--- src/core/tas_params.svh ---
// Constants of the thermal alert sensor: field positions, reset values, pointer codes and timing.
// Included by every file that needs a figure; holds definitions only.
`ifndef TAS_PARAMS_SVH
`define TAS_PARAMS_SVH

// ==========================================================
// Configuration register fields
`define TAS_CONF_SHUTDOWN 0
`define TAS_CONF_INT_MODE 1
`define TAS_CONF_POLARITY 2
`define TAS_CONF_FQ_LO 3
`define TAS_CONF_FQ_HI 4
`define TAS_CONF_RST 8'h00

// ==========================================================
// Power-up values: 80 C and 75 C in half-degree steps, pointer zero
`define TAS_TOS_RST 9'h0a0
`define TAS_THYST_RST 9'h096
`define TAS_PTR_RST 8'h00

// ==========================================================
// Pointer codes of the registers (arbitrary defaults)
`define TAS_PTR_TEMP 8'h00
`define TAS_PTR_CONF 8'h01
`define TAS_PTR_THYST 8'h02
`define TAS_PTR_TOS 8'h03

// ==========================================================
// Slave address upper bits (arbitrary default), fault counts
`define TAS_ADDR_HIGH 4'h4
`define TAS_FQ_00 3'h1
`define TAS_FQ_01 3'h2
`define TAS_FQ_10 3'h4
`define TAS_FQ_11 3'h6

// ==========================================================
// Timing: conversion interval in ns and clock period in ns
`define TAS_CONV_TIME_NS 100000
`define TAS_CLK_PERIOD_NS 10

`endif

--- src/core/tas_pkg.sv ---
// Types shared by the thermal alert sensor modules.
// Assumes nothing of its surroundings.
package tas_pkg;

	// ==========================================================
	// Serial slave states
	typedef enum logic [2:0] {
		st_idle = 3'b000,
		st_addr = 3'b001,
		st_aack = 3'b010,
		st_write = 3'b011,
		st_wack = 3'b100,
		st_read = 3'b101,
		st_rack = 3'b110
	} tas_state_e;

	typedef logic [8:0] tas_limit_t;
	typedef logic [10:0] tas_temp_t;

endpackage

--- src/core/tas_alert_if.sv ---
// Carrier between the register side and the alert monitor of the sensor.
// Both ends run on the same clock.
`timescale 1ns/1ns
interface tas_alert_if;
	import tas_pkg::*;
	logic [7:0] conf;
	tas_limit_t tos;
	tas_limit_t thyst;
	tas_temp_t temp;
	logic rd_evt;
	logic alert_active;

	modport regs (
		output conf,
		output tos,
		output thyst,
		output rd_evt,
		input temp,
		input alert_active
	);

	modport mon (
		input conf,
		input tos,
		input thyst,
		input rd_evt,
		output temp,
		output alert_active
	);
endinterface

--- src/core/tas_sensor.sv ---
// Thermal alert sensor: two-wire slave, register file and open-drain alert output.
// Assumes an external pull-up on the data and alert lines and a host driving the serial clock.
// Functional notes
// - Configuration bit 2 picks alert asserted level: 1 high, 0 low; resets 0.
// - Configuration bit 1 picks latched interrupt (1) or comparator (0); resets 0.
// - Comparator asserts above upper threshold, releases only below hysteresis threshold.
// - In comparator behaviour reads and shutdown entry leave the alert untouched.
// - Interrupt fires on either crossing and holds until a read or shutdown.
// - Trips are judged per conversion; alert moves after enough consecutive trips.
// - Bits 4:3 give needed trip count: 00=1, 01=2, 10=4, 11=6.
// - Configuration bit 0 selects shutdown (1) or periodic conversion (0).
// - Shutdown stops conversions while every register stays readable and all but the temperature register writable.
// - Power-up: normal, comparator, active low, 80 C, 75 C, pointer zero.
// - Each byte takes nine host clocks: eight data bits plus acknowledge.
// - Data line changes only while clock is low, outside start and stop.
// - Host releases data in device acknowledge slots; device pulls low.
// - In two-byte reads host acknowledges first byte; device sends second.
// - After the last read byte both sides release data as not-acknowledge.
// - Configuration transfers carry one byte; threshold and temperature transfers two.
// - A read without pointer byte uses the last written or default pointer.
// - Only the nine upper temperature bits are compared, signed, against limits.
// - The temperature register is read-only and reloaded after each conversion.
`timescale 1ns/1ns
`include "tas_params.svh"
module tas_sensor import tas_pkg::*; #(
	parameter int CONV_CYCLES = `TAS_CONV_TIME_NS / `TAS_CLK_PERIOD_NS,
	parameter logic [3:0] ADDR_HIGH = `TAS_ADDR_HIGH,
	parameter logic [7:0] PTR_TEMP = `TAS_PTR_TEMP,
	parameter logic [7:0] PTR_CONF = `TAS_PTR_CONF,
	parameter logic [7:0] PTR_THYST = `TAS_PTR_THYST,
	parameter logic [7:0] PTR_TOS = `TAS_PTR_TOS
)(
	// Clock and reset
	input wire logic mclk_i,
	input wire logic nrst_i,
	// Serial bus pins
	input wire logic scl_i,
	input wire logic sda_i,
	output logic sda_o,
	output logic sda_oe_o,
	// Address select pins
	input wire logic [2:0] addr_sel_i,
	// Converter result
	input wire tas_temp_t temp_sample_i,
	// Open-drain over-temperature alert
	output logic overtemp_alert_output_o,
	output logic overtemp_alert_output_oe_o
);
	tas_alert_if aif ();

	tas_state_e state_q;
	logic [4:0] pin_s;
	logic scl_s;
	logic sda_s;
	logic [2:0] addr_s;
	logic scl_q;
	logic sda_q;
	logic scl_rise;
	logic scl_fall;
	logic start_evt;
	logic stop_evt;
	logic [3:0] bit_q;
	logic [7:0] shift_q;
	logic rw_q;
	logic [1:0] idx_q;
	logic [1:0] idx_next;
	logic [7:0] tx_first;
	logic [7:0] tx_next;
	logic sda_drv_q;
	logic rd_evt_q;
	logic wr_strobe;
	logic addr_hit;
	logic [7:0] ptr_q;
	logic [7:0] conf_q;
	logic [7:0] hold_q;
	tas_limit_t tos_q;
	tas_limit_t thyst_q;
	logic alert_oe_q;

	// ==========================================================
	// Pin synchronisation and bus conditions
	tas_sync #(
		.WIDTH(5),
		.RST_VAL(5'h1f)
	) u_sync (
		.mclk_i(mclk_i),
		.nrst_i(nrst_i),
		.d_i({addr_sel_i, sda_i, scl_i}),
		.q_o(pin_s)
	);

	assign scl_s = pin_s[0];
	assign sda_s = pin_s[1];
	assign addr_s = pin_s[4:2];

	always_ff @(posedge mclk_i) begin
		if (!nrst_i) begin
			scl_q <= 1'b1;
			sda_q <= 1'b1;
		end else begin
			scl_q <= scl_s;
			sda_q <= sda_s;
		end
	end

	assign scl_rise = scl_s && !scl_q;
	assign scl_fall = !scl_s && scl_q;
	// Data moving while the clock stays high is a start or a stop, never data.
	assign start_evt = scl_s && scl_q && sda_q && !sda_s;
	assign stop_evt = scl_s && scl_q && !sda_q && sda_s;
	assign addr_hit = (shift_q[7:1] == {ADDR_HIGH, addr_s});
	assign idx_next = (idx_q == 2'h3) ? idx_q : idx_q + 2'h1;

	// ==========================================================
	// Read data selection
	function automatic logic [7:0] tas_tx_byte(input logic [7:0] ptr, input logic [1:0] idx);
		logic [15:0] word;
		word = 16'h0000;
		if (ptr == PTR_TEMP) begin
			word = {aif.temp, 5'h00};
		end else if (ptr == PTR_CONF) begin
			word = {conf_q, 8'h00};
		end else if (ptr == PTR_TOS) begin
			word = {tos_q, 7'h00};
		end else if (ptr == PTR_THYST) begin
			word = {thyst_q, 7'h00};
		end
		case (idx)
			2'h0: tas_tx_byte = word[15:8];
			2'h1: tas_tx_byte = word[7:0];
			default: tas_tx_byte = 8'h00;
		endcase
	endfunction

	assign tx_first = tas_tx_byte(ptr_q, 2'h0);
	assign tx_next = tas_tx_byte(ptr_q, idx_next);

	// ==========================================================
	// Serial slave engine
	// Outgoing bits change only on a falling clock so the line is steady while high.
	always_ff @(posedge mclk_i) begin
		if (!nrst_i) begin
			state_q <= st_idle;
			bit_q <= '0;
			shift_q <= '0;
			rw_q <= 1'b0;
			idx_q <= '0;
			sda_drv_q <= 1'b0;
		end else if (start_evt) begin
			state_q <= st_addr;
			bit_q <= '0;
			sda_drv_q <= 1'b0;
		end else if (stop_evt) begin
			state_q <= st_idle;
			sda_drv_q <= 1'b0;
		end else begin
			case (state_q)
				st_idle: begin
					sda_drv_q <= 1'b0;
				end
				st_addr, st_write: begin
					if (scl_rise && bit_q != 4'h8) begin
						shift_q <= {shift_q[6:0], sda_s};
						bit_q <= bit_q + 4'h1;
					end else if (scl_fall && bit_q == 4'h8) begin
						if (state_q == st_write) begin
							state_q <= st_wack;
							sda_drv_q <= 1'b1;
						end else if (addr_hit) begin
							state_q <= st_aack;
							rw_q <= shift_q[0];
							sda_drv_q <= 1'b1;
						end else begin
							state_q <= st_idle;
						end
					end
				end
				st_aack: begin
					if (scl_fall) begin
						bit_q <= '0;
						idx_q <= '0;
						if (rw_q) begin
							state_q <= st_read;
							shift_q <= tx_first;
							sda_drv_q <= ~tx_first[7];
						end else begin
							state_q <= st_write;
							sda_drv_q <= 1'b0;
						end
					end
				end
				st_wack: begin
					if (scl_fall) begin
						state_q <= st_write;
						bit_q <= '0;
						idx_q <= idx_next;
						sda_drv_q <= 1'b0;
					end
				end
				st_read: begin
					if (scl_rise) begin
						bit_q <= bit_q + 4'h1;
					end else if (scl_fall) begin
						if (bit_q == 4'h8) begin
							state_q <= st_rack;
							sda_drv_q <= 1'b0;
						end else begin
							shift_q <= {shift_q[6:0], 1'b0};
							sda_drv_q <= ~shift_q[6];
						end
					end
				end
				st_rack: begin
					if (scl_rise) begin
						if (sda_s) begin
							state_q <= st_idle;
						end else begin
							bit_q <= '0;
						end
					end else if (scl_fall && bit_q == 4'h0) begin
						state_q <= st_read;
						idx_q <= idx_next;
						shift_q <= tx_next;
						sda_drv_q <= ~tx_next[7];
					end
				end
				default: begin
					state_q <= st_idle;
					sda_drv_q <= 1'b0;
				end
			endcase
		end
	end

	// A read of any register starts when a matching read address is accepted.
	always_ff @(posedge mclk_i) begin
		if (!nrst_i) begin
			rd_evt_q <= 1'b0;
		end else begin
			rd_evt_q <= !start_evt && !stop_evt && state_q == st_addr && scl_fall
				&& bit_q == 4'h8 && addr_hit && shift_q[0];
		end
	end

	// ==========================================================
	// Register file
	assign wr_strobe = !start_evt && !stop_evt && state_q == st_write && scl_fall && bit_q == 4'h8;

	always_ff @(posedge mclk_i) begin
		if (!nrst_i) begin
			ptr_q <= `TAS_PTR_RST;
			conf_q <= `TAS_CONF_RST;
			hold_q <= 8'h00;
			tos_q <= `TAS_TOS_RST;
			thyst_q <= `TAS_THYST_RST;
		end else if (wr_strobe) begin
			if (idx_q == 2'h0) begin
				ptr_q <= shift_q;
			end else if (idx_q == 2'h1 && ptr_q == PTR_CONF) begin
				conf_q <= shift_q;
			end else if (idx_q == 2'h1) begin
				hold_q <= shift_q;
			end else if (idx_q == 2'h2 && ptr_q == PTR_TOS) begin
				tos_q <= {hold_q, shift_q[7]};
			end else if (idx_q == 2'h2 && ptr_q == PTR_THYST) begin
				thyst_q <= {hold_q, shift_q[7]};
			end
		end
	end

	assign aif.conf = conf_q;
	assign aif.tos = tos_q;
	assign aif.thyst = thyst_q;
	assign aif.rd_evt = rd_evt_q;

	// ==========================================================
	// Alert monitor
	tas_alert #(
		.CONV_CYCLES(CONV_CYCLES)
	) u_alert (
		.mclk_i(mclk_i),
		.nrst_i(nrst_i),
		.temp_sample_i(temp_sample_i),
		.bus(aif.mon)
	);

	// ==========================================================
	// Pin drivers
	// The alert pin can only sink, so a high asserted level means releasing it.
	always_ff @(posedge mclk_i) begin
		if (!nrst_i) begin
			alert_oe_q <= 1'b0;
		end else begin
			alert_oe_q <= aif.alert_active ^ conf_q[`TAS_CONF_POLARITY];
		end
	end

	assign overtemp_alert_output_o = 1'b0;
	assign overtemp_alert_output_oe_o = alert_oe_q;
	assign sda_o = 1'b0;
	assign sda_oe_o = sda_drv_q;
endmodule

--- src/core/tas_sync.sv ---
// Three-stage synchroniser for pins arriving from outside the clock domain.
// A change is taken once the second and third stages agree.
`timescale 1ns/1ns
module tas_sync #(
	parameter int WIDTH = 1,
	parameter logic [WIDTH-1:0] RST_VAL = '1
)(
	// Clock and reset
	input wire logic mclk_i,
	input wire logic nrst_i,
	// Data
	input wire logic [WIDTH-1:0] d_i,
	output logic [WIDTH-1:0] q_o
);
	logic [WIDTH-1:0] s1_q;
	logic [WIDTH-1:0] s2_q;
	logic [WIDTH-1:0] s3_q;

	always_ff @(posedge mclk_i) begin
		if (!nrst_i) begin
			s1_q <= RST_VAL;
			s2_q <= RST_VAL;
			s3_q <= RST_VAL;
		end else begin
			s1_q <= d_i;
			s2_q <= s1_q;
			s3_q <= s2_q;
		end
	end

	// Each bit filters on its own so a glitch on one pin never holds another.
	for (genvar i = 0; i < WIDTH; i++) begin : g_bit
		always_ff @(posedge mclk_i) begin
			if (!nrst_i) begin
				q_o[i] <= RST_VAL[i];
			end else if (s2_q[i] == s3_q[i]) begin
				q_o[i] <= s3_q[i];
			end
		end
	end
endmodule

--- src/core/tas_alert.sv ---
// Conversion timing, temperature register and over-temperature alert state.
// Takes converter samples on the same clock; settings arrive over the alert carrier.
`timescale 1ns/1ns
`include "tas_params.svh"
module tas_alert import tas_pkg::*; #(
	parameter int CONV_CYCLES = `TAS_CONV_TIME_NS / `TAS_CLK_PERIOD_NS
)(
	// Clock and reset
	input wire logic mclk_i,
	input wire logic nrst_i,
	// Converter result
	input wire tas_temp_t temp_sample_i,
	// Register side
	tas_alert_if.mon bus
);
	localparam int CW = $clog2(CONV_CYCLES + 1);

	logic [CW-1:0] tick_q;
	logic shutdown;
	logic conv_done;
	logic hot_q;
	logic latch_q;
	logic shut_q;
	logic [2:0] cnt_q;
	logic [2:0] need;
	logic trip;
	logic fire;
	tas_limit_t t9;

	function automatic logic [2:0] tas_fault_need(input logic [1:0] code);
		case (code)
			2'b00: tas_fault_need = `TAS_FQ_00;
			2'b01: tas_fault_need = `TAS_FQ_01;
			2'b10: tas_fault_need = `TAS_FQ_10;
			default: tas_fault_need = `TAS_FQ_11;
		endcase
	endfunction

	// ==========================================================
	// Conversion timer
	assign shutdown = bus.conf[`TAS_CONF_SHUTDOWN];
	assign conv_done = !shutdown && (tick_q == CW'(CONV_CYCLES - 1));

	always_ff @(posedge mclk_i) begin
		if (!nrst_i || shutdown) begin
			tick_q <= '0;
		end else if (conv_done) begin
			tick_q <= '0;
		end else begin
			tick_q <= tick_q + 1'b1;
		end
	end

	always_ff @(posedge mclk_i) begin
		if (!nrst_i) begin
			bus.temp <= '0;
		end else if (conv_done) begin
			bus.temp <= temp_sample_i;
		end
	end

	// ==========================================================
	// Trip detection and fault queue
	// The hot flag decides which limit is watched, so both modes see the same hysteresis.
	assign t9 = temp_sample_i[10:2];
	assign trip = hot_q ? ($signed(t9) < $signed(bus.thyst)) : ($signed(t9) > $signed(bus.tos));
	assign need = tas_fault_need(bus.conf[`TAS_CONF_FQ_HI:`TAS_CONF_FQ_LO]);
	assign fire = conv_done && trip && ((cnt_q + 3'h1) >= need);

	always_ff @(posedge mclk_i) begin
		if (!nrst_i) begin
			cnt_q <= '0;
			hot_q <= 1'b0;
		end else if (conv_done) begin
			if (fire) begin
				cnt_q <= '0;
				hot_q <= ~hot_q;
			end else if (trip) begin
				cnt_q <= cnt_q + 3'h1;
			end else begin
				cnt_q <= '0;
			end
		end
	end

	// ==========================================================
	// Latched interrupt state
	always_ff @(posedge mclk_i) begin
		if (!nrst_i) begin
			shut_q <= 1'b0;
		end else begin
			shut_q <= shutdown;
		end
	end

	always_ff @(posedge mclk_i) begin
		if (!nrst_i) begin
			latch_q <= 1'b0;
		end else if (fire) begin
			latch_q <= 1'b1;
		end else if (bus.rd_evt || (shutdown && !shut_q)) begin
			latch_q <= 1'b0;
		end
	end

	// Comparator behaviour ignores reads and shutdown entry entirely.
	assign bus.alert_active = bus.conf[`TAS_CONF_INT_MODE] ? latch_q : hot_q;
endmodule

--- config.mk ---
export PLATFORM = sky130hd
export DESIGN_NAME = tas_sensor
export DESIGN_NICKNAME = d
export VERILOG_FILES = /design/src/core/tas_pkg.sv /design/src/core/tas_alert_if.sv /design/src/core/tas_sensor.sv /design/src/core/tas_sync.sv /design/src/core/tas_alert.sv
export VERILOG_INCLUDE_DIRS = /design/src /design/src/core
export SDC_FILE = /design/constraint.sdc
export NUM_CORES = 1
export LEC_CHECK = 0
export BUFFER_PORTS_ARGS = -buffer_cell sky130_fd_sc_hd__buf_4
export CAP_MARGIN = 20
export CORE_UTILIZATION = 40
export DETAILED_ROUTE_END_ITERATION = 8
export GPL_TIMING_DRIVEN = 0
export PLACE_DENSITY = 0.58
export SYNTH_ARGS = -nofsm -noshare
export SYNTH_HDL_FRONTEND = slang
export SYNTH_SLANG_ARGS = --single-unit
--- constraint.sdc ---
create_clock -name mclk_i -period 3.8 [get_ports mclk_i]
set_input_delay 0.76 -clock mclk_i [delete_from_list [all_inputs] [get_ports mclk_i]]
set_output_delay 0.76 -clock mclk_i [all_outputs]
set_load 0.01 [all_outputs]
Yosys cells after proc, flatten, opt, wreduce, memory -nomap -nowiden
Cells that the tools add are included.
- register bits: 116
- input port bits: 18
- output and inout bits: 4
- logic and storage cells: 232
- add/sub/neg operators: 4
- $lt $le $gt $ge: 3
- equal/unequal tests: 53
- mux-type cells: 62
- bitwise operators: 15
- reductions and logical operators: 65
- operators with widths (operator ; count):
    16-bit 2-to-1 mux ; 4
    8-bit 2-to-1 mux ; 8
    3-bit 2-to-1 mux ; 14
    4-bit != test, second input constant ; 8
    8-bit case mux with 4 select lines ; 1
    2-bit != test, second input constant ; 15
    1-bit logical AND ; 26
    7-bit AND reduction ; 3
    4-bit 2-to-1 mux ; 5
    10-bit AND reduction ; 2
    1-bit 2-to-1 mux ; 18
    3-bit case mux with 6 select lines ; 1
    8-bit by 2-bit == test with 1-bit output, second input constant ; 2
    4-bit case mux with 4 select lines ; 1
    8-bit case mux with 2 select lines ; 1
    14-bit by 1-bit adder with 14-bit output, second input constant ; 1
    14-bit == test, second input constant ; 1
    1-bit NOT ; 14
    2-bit 2-to-1 mux ; 6
    11-bit AND reduction ; 1
    3-bit == test, second input constant ; 3
    9-bit greater-than comparator ; 1
    1-bit logical NOT ; 9
    9-bit < comparator ; 1
    other kinds (37) ; 56

Longest topological paths before layout
- word-level depth: 10
- mapped depth: 9
- gate-level depth less buffers: 8

By module
From an unflattened synthesis, not the netlist that was laid out.
- cells, all modules: 663
- area, all modules: 5888.1 sq um
- modules (own cells, without submodules) (module ; times used ; cells an instance ; area an instance (sq um) ; sequential area each (sq um)):
    tas_sensor ; 1 ; 403 ; 3442.1 ; 1301.2
    tas_alert ; 1 ; 208 ; 1826.8 ; 620.6
    tas_sync ; 1 ; 52 ; 619.3 ; 400.4

Least setup slack after synthesis
Ideal clock, no wire load.
- kind: input port to flip-flop
- start point: input temp_sample_i[4]
- end point: register u_alert.hot_q
- library setup time: 115 ps
- arrival: 2368 ps
- data required time: 3685 ps
- path slack: 1317 ps
- stages on the path: 7
- buffers on the path: 0
- cells stage by stage: ha_1 > and4_1 > a221o_1 > a221oi_1 > o31ai_1 > and4_1 > o21a_1
- word-level cells in the longest chain between the ends: 5
- elaborated cells between the ends (all ways): 6
- those cells by class: order compare (2); mux (1); reduce/logical (3)
- RTL lines (what ; line ; text):
    start, declared ; tas_sensor.sv:44 ; input wire tas_temp_t temp_sample_i,
    9-bit greater-than comparator or 9-bit < comparator (tied branches) ; tas_alert.sv:66 ; assign trip = hot_q ? ($signed(t9) < $signed(bus.thyst)) : ($signed(t9) > $signed(bus.tos));
    1-bit 2-to-1 mux * ; tas_alert.sv:66 ;
    1-bit logical AND * (2 in a row) ; tas_alert.sv:68 ; assign fire = conv_done && trip && ((cnt_q + 3'h1) >= need);
    2-bit AND reduction (no source line) * ; -- ;
    end signal, assigned ; tas_alert.sv:77 ; hot_q <= ~hot_q;
    end, declared ; tas_alert.sv:21 ; logic hot_q;
Every way passes the cells marked *; elsewhere a longest branch is shown, timed or not.
A chain may end at the register's enable or synchronous reset.

Worst setup path in the final report
- start point: register bit_q[0]
- end point: register shift_q[0]
- word-level cells in the longest chain between the ends: 4
- elaborated cells between the ends (all ways): 9
- those cells by class: eq/ne (5); reduce/logical (4)
- RTL lines (what ; line ; text):
    start, declared ; tas_sensor.sv:62 ; logic [3:0] bit_q;
    start signal, assigned ; tas_sensor.sv:164 ; bit_q <= bit_q + 4'h1;
    start signal, assigned ; tas_sensor.sv:202 ; bit_q <= bit_q + 4'h1;
    4-bit != test or 4-bit logical NOT (tied branches) ; tas_sensor.sv:162, tas_sensor.sv:220 ;
    1-bit logical AND (on tied branches) ; tas_sensor.sv:162, tas_sensor.sv:220 ;
    2-bit != test (no source line) ; -- ;
    11-bit AND reduction (no source line) * ; -- ;
    end signal, assigned ; tas_sensor.sv:163 ; shift_q <= {shift_q[6:0], sda_s};
    end signal, assigned ; tas_sensor.sv:184 ; shift_q <= tx_first;
    end signal, assigned ; tas_sensor.sv:208 ; shift_q <= {shift_q[6:0], 1'b0};
    end, declared ; tas_sensor.sv:63 ; logic [7:0] shift_q;
Marked as above.

==> metrics <==
Pre-Repair DR Iteration Count 5; unrepaired setup endpoints after global routing false; Post-synth top flop dfxtp_1; Final Max Tran Viols 0; Synth area leaders dfxtp_1 (41%), mux2i_1 (8.9%), ha_1 (5.4%), nor2_1 (5.1%), a21oi_1 (3.7%); setup total negative slack 0 ps; synth warn 0; Slew headroom 24.5%; die area between 0.01 and 0.015 mm^2; Max stage delay on crit path 980 ps; worst-path fanout max 10; drt drc 0; Core Region 0.0135 mm^2; nets 723; ratio of cells with drive above 1 in the final layout 9.80%; vias between 4000 and 5000; Static Leak 2.57 nW; vias in the first global route about 4500; final hold vios 0; simple-gate area share of the yosys netlist a little over a fifth; Rows between 40 and 50; pin count of the biggest net entering global routing 17; Synth Area in Adders 5.36%; min Tclk post-route 2750 ps; final worst-path cycle share 72.3%; post-synth top area share around 41%; Post-CTS Repair Setup Buffers 0; clock latency at the later pin of the worst-skew pair 410 ps; Routability Congestion between 0.8 and 0.9; Reg clk slew, reported paths 60 ps; commonest non-fill, non-tap cell in the layout dfxtp_1; Die H 120 um; clock share of power 53.4%; Syn Inst Count 643; Seq cells post-synth 116; die extent in x 120 um; Clock Skews 8.52 ps; switching share of power 23.3%; critical path startpoint category flop; hold buffers post-CTS 0; remaining global-route overflow 0; CP Cell Sequence inv_1, ha_1, and3b_1, o21ai_1, o21ai_1, a222oi_1, buf_6, nor2_2, a311oi_2; asr flop ratio synth 0%; Port Buffers 18; post-synthesis sequential area ratio 41.4%; Seq pwr share 43.7%; number of flops mapped to enable cells by yosys 0; routed length per instance about 16 um; status completed; actual slew at the worst max-slew pin 1130 ps; Netlist cell types 67; Synth Area in Compound Gates roughly 15%; count of final setup violators 0; Int Power between 2 and 2.5 mW; Critical Path RT roughly 4100 ps; setup ws final 1050 ps; root buf cell clkbuf_16; Fillers approximately 1300; Sw Pwr 0.655 mW; Final ANT Viol Nets 0; highest-count cells in the layout ignoring fill and taps dfxtp_1 (116), nor2_1 (76), nand2_1 (52); Layout Area Growth over Synthesis 16.3%; Crit Path Class reg -> reg; Resize count post-CTS 0; Crit path buffers/inverters 2; Arr. time, crit path between 3000 and 4000 ps; xor/xnor share of the synthesized area 2.81%; ANT cells 0; critical path's most frequent cell o21ai_1; CP max stage cell a222oi_1; total power approximately 2.8 mW; clk buf depth 2; family with the most delay on the worst path compound AO/OA/AOI/OAI gates; Sinks on Clock Net between 100 and 150; Gate power share 2.9%; initial antenna violation count 0; mux cell area share after synthesis 9.73%; Fmax roughly 360 MHz; Peak VDD IR 0.257 mV; CTS buffer count 17; Worst Setup End Kind flop; cell accounting for the most synthesized area dfxtp_1; largest family of logic cells by synthesized area simple AND/OR/NAND/NOR gates; Via density roughly 5.4; max_cap viols 0; Global Route Usage Sum 21.2%; PD cells 432 mW/mm^2; H-tree depth 4; Syn Area/Cell 8.72 um^2; Initial Util between 40% and 50%; mapped cell area 0.00561 mm^2; pre-CTS setup slack 977 ps; # IOs 22; WL final 14100 um; Post-DP HPWL ~10000 um; first-pass GRT wire length 23400 um; CTS tree built; Hold Crit Class reg -> reg; initial DRC count roughly 320
[cell usage after synthesis, types with 5 or more instances]
cell      count
clkbuf_1     26
inv_1        33
nand3_1      17
nor3_1        8
nand4_1       6
a21oi_1      41
ha_1         24
nor2b_1       9
a31oi_1       6
o21ai_0      20
a311oi_1      6
and3_1        8
nor2_1       76
o211ai_1      7
a21o_1        5
mux2i_1      50
or3_1         6
nand2b_1     26
xor2_1        8
dfxtp_1     116
nand2_1      52
xnor2_1      10
[flip-flops by register name, indices dropped and copies added, names as in the netlist, 2 cells and up]
register / cells
u_alert.tick_q: 14
u_alert.bus.temp: 11
aif.thyst: 9
aif.tos: 9
aif.conf: 8
hold_q: 8
ptr_q: 8
shift_q: 8
u_sync.q_o: 5
u_sync.s1_q: 5
u_sync.s2_q: 5
u_sync.s3_q: 5
bit_q: 4
state_q: 3
u_alert.cnt_q: 3
idx_q: 2
[per-stage QoR]
stage	hold slack, ps	instances	utilization [%]	area (um^2)
floorplan	386	644	-	5610
global placement	389	838	44.3	5970
detailed placement	391	838	44.3	5970
CTS	403	870	48.5	6520
global route	416	870	48.5	6520
finish	402	870	48.5	6520
[area by class of cell]
| cell class | instances | area (um^2) | share of cell area, % |
|---|---|---|---|
| Buffer | 35 | 151 | 2.32 |
| Inverter | 34 | 128 | 1.96 |
| Tap cell | 176 | 220 | 3.38 |
| Timing Repair Buffer | 18 | 135 | 2.07 |
| Clock inverter | 14 | 128 | 1.96 |
| Clock buffer | 18 | 429 | 6.58 |
| Sequential cell | 116 | 2320 | 35.6 |
| Multi-Input combinational cell | 459 | 3010 | 46.1 |
[power by group through the flow]
stage	Clock, mW	Sequential [mW]	Combinational [mW]
2_1_floorplan	0	1.26	0.0461
3_3_place_gp	0	1.26	0.0793
3_5_place_dp	0	1.26	0.0815
4_1_cts	1.53	1.23	0.0819
5_1_grt	1.60	1.23	0.0921
6_report	1.50	1.23	0.0811
[worst paths after layout]
check                 startpoint             end  slack, ps  cells after the start
setup / recovery        bit_q[0]      shift_q[0]       1050                      9
hold / removal    u_sync.s1_q[0]  u_sync.s2_q[0]        400                      1
setup reg to reg        bit_q[0]      shift_q[0]       1050                      9
hold reg to reg   u_sync.s1_q[0]  u_sync.s2_q[0]        400                      1
[layer usage]
| layer | GRT usage [%] | share of wire [%] | up-vias |
|---|---|---|---|
| met2 | 32.8 | 45 | 101 |
| met3 | 4.29 | 3.7 | 26 |
| met5 | 0 | 0 | - |
| met4 | 9.34 | 2.7 | 0 |
| li1 | - | - | 2334 |
| met1 | 28.4 | 49 | 2230 |
[cell families (layout without fill, tap and decap cells)]
family                     count (synthesis)  in the layout
AOI/OAI and AO/OA                        126            126
and+or+nand+nor                          236            236
adders and majority gates                 24             24
other                                      1              2
DFF                                      116            116
muxes                                     53             53
xor gates and xnor gates                  18             18
buffers and inverters                     69            119
No activity file was read; power rests on OpenSTA's default activity.
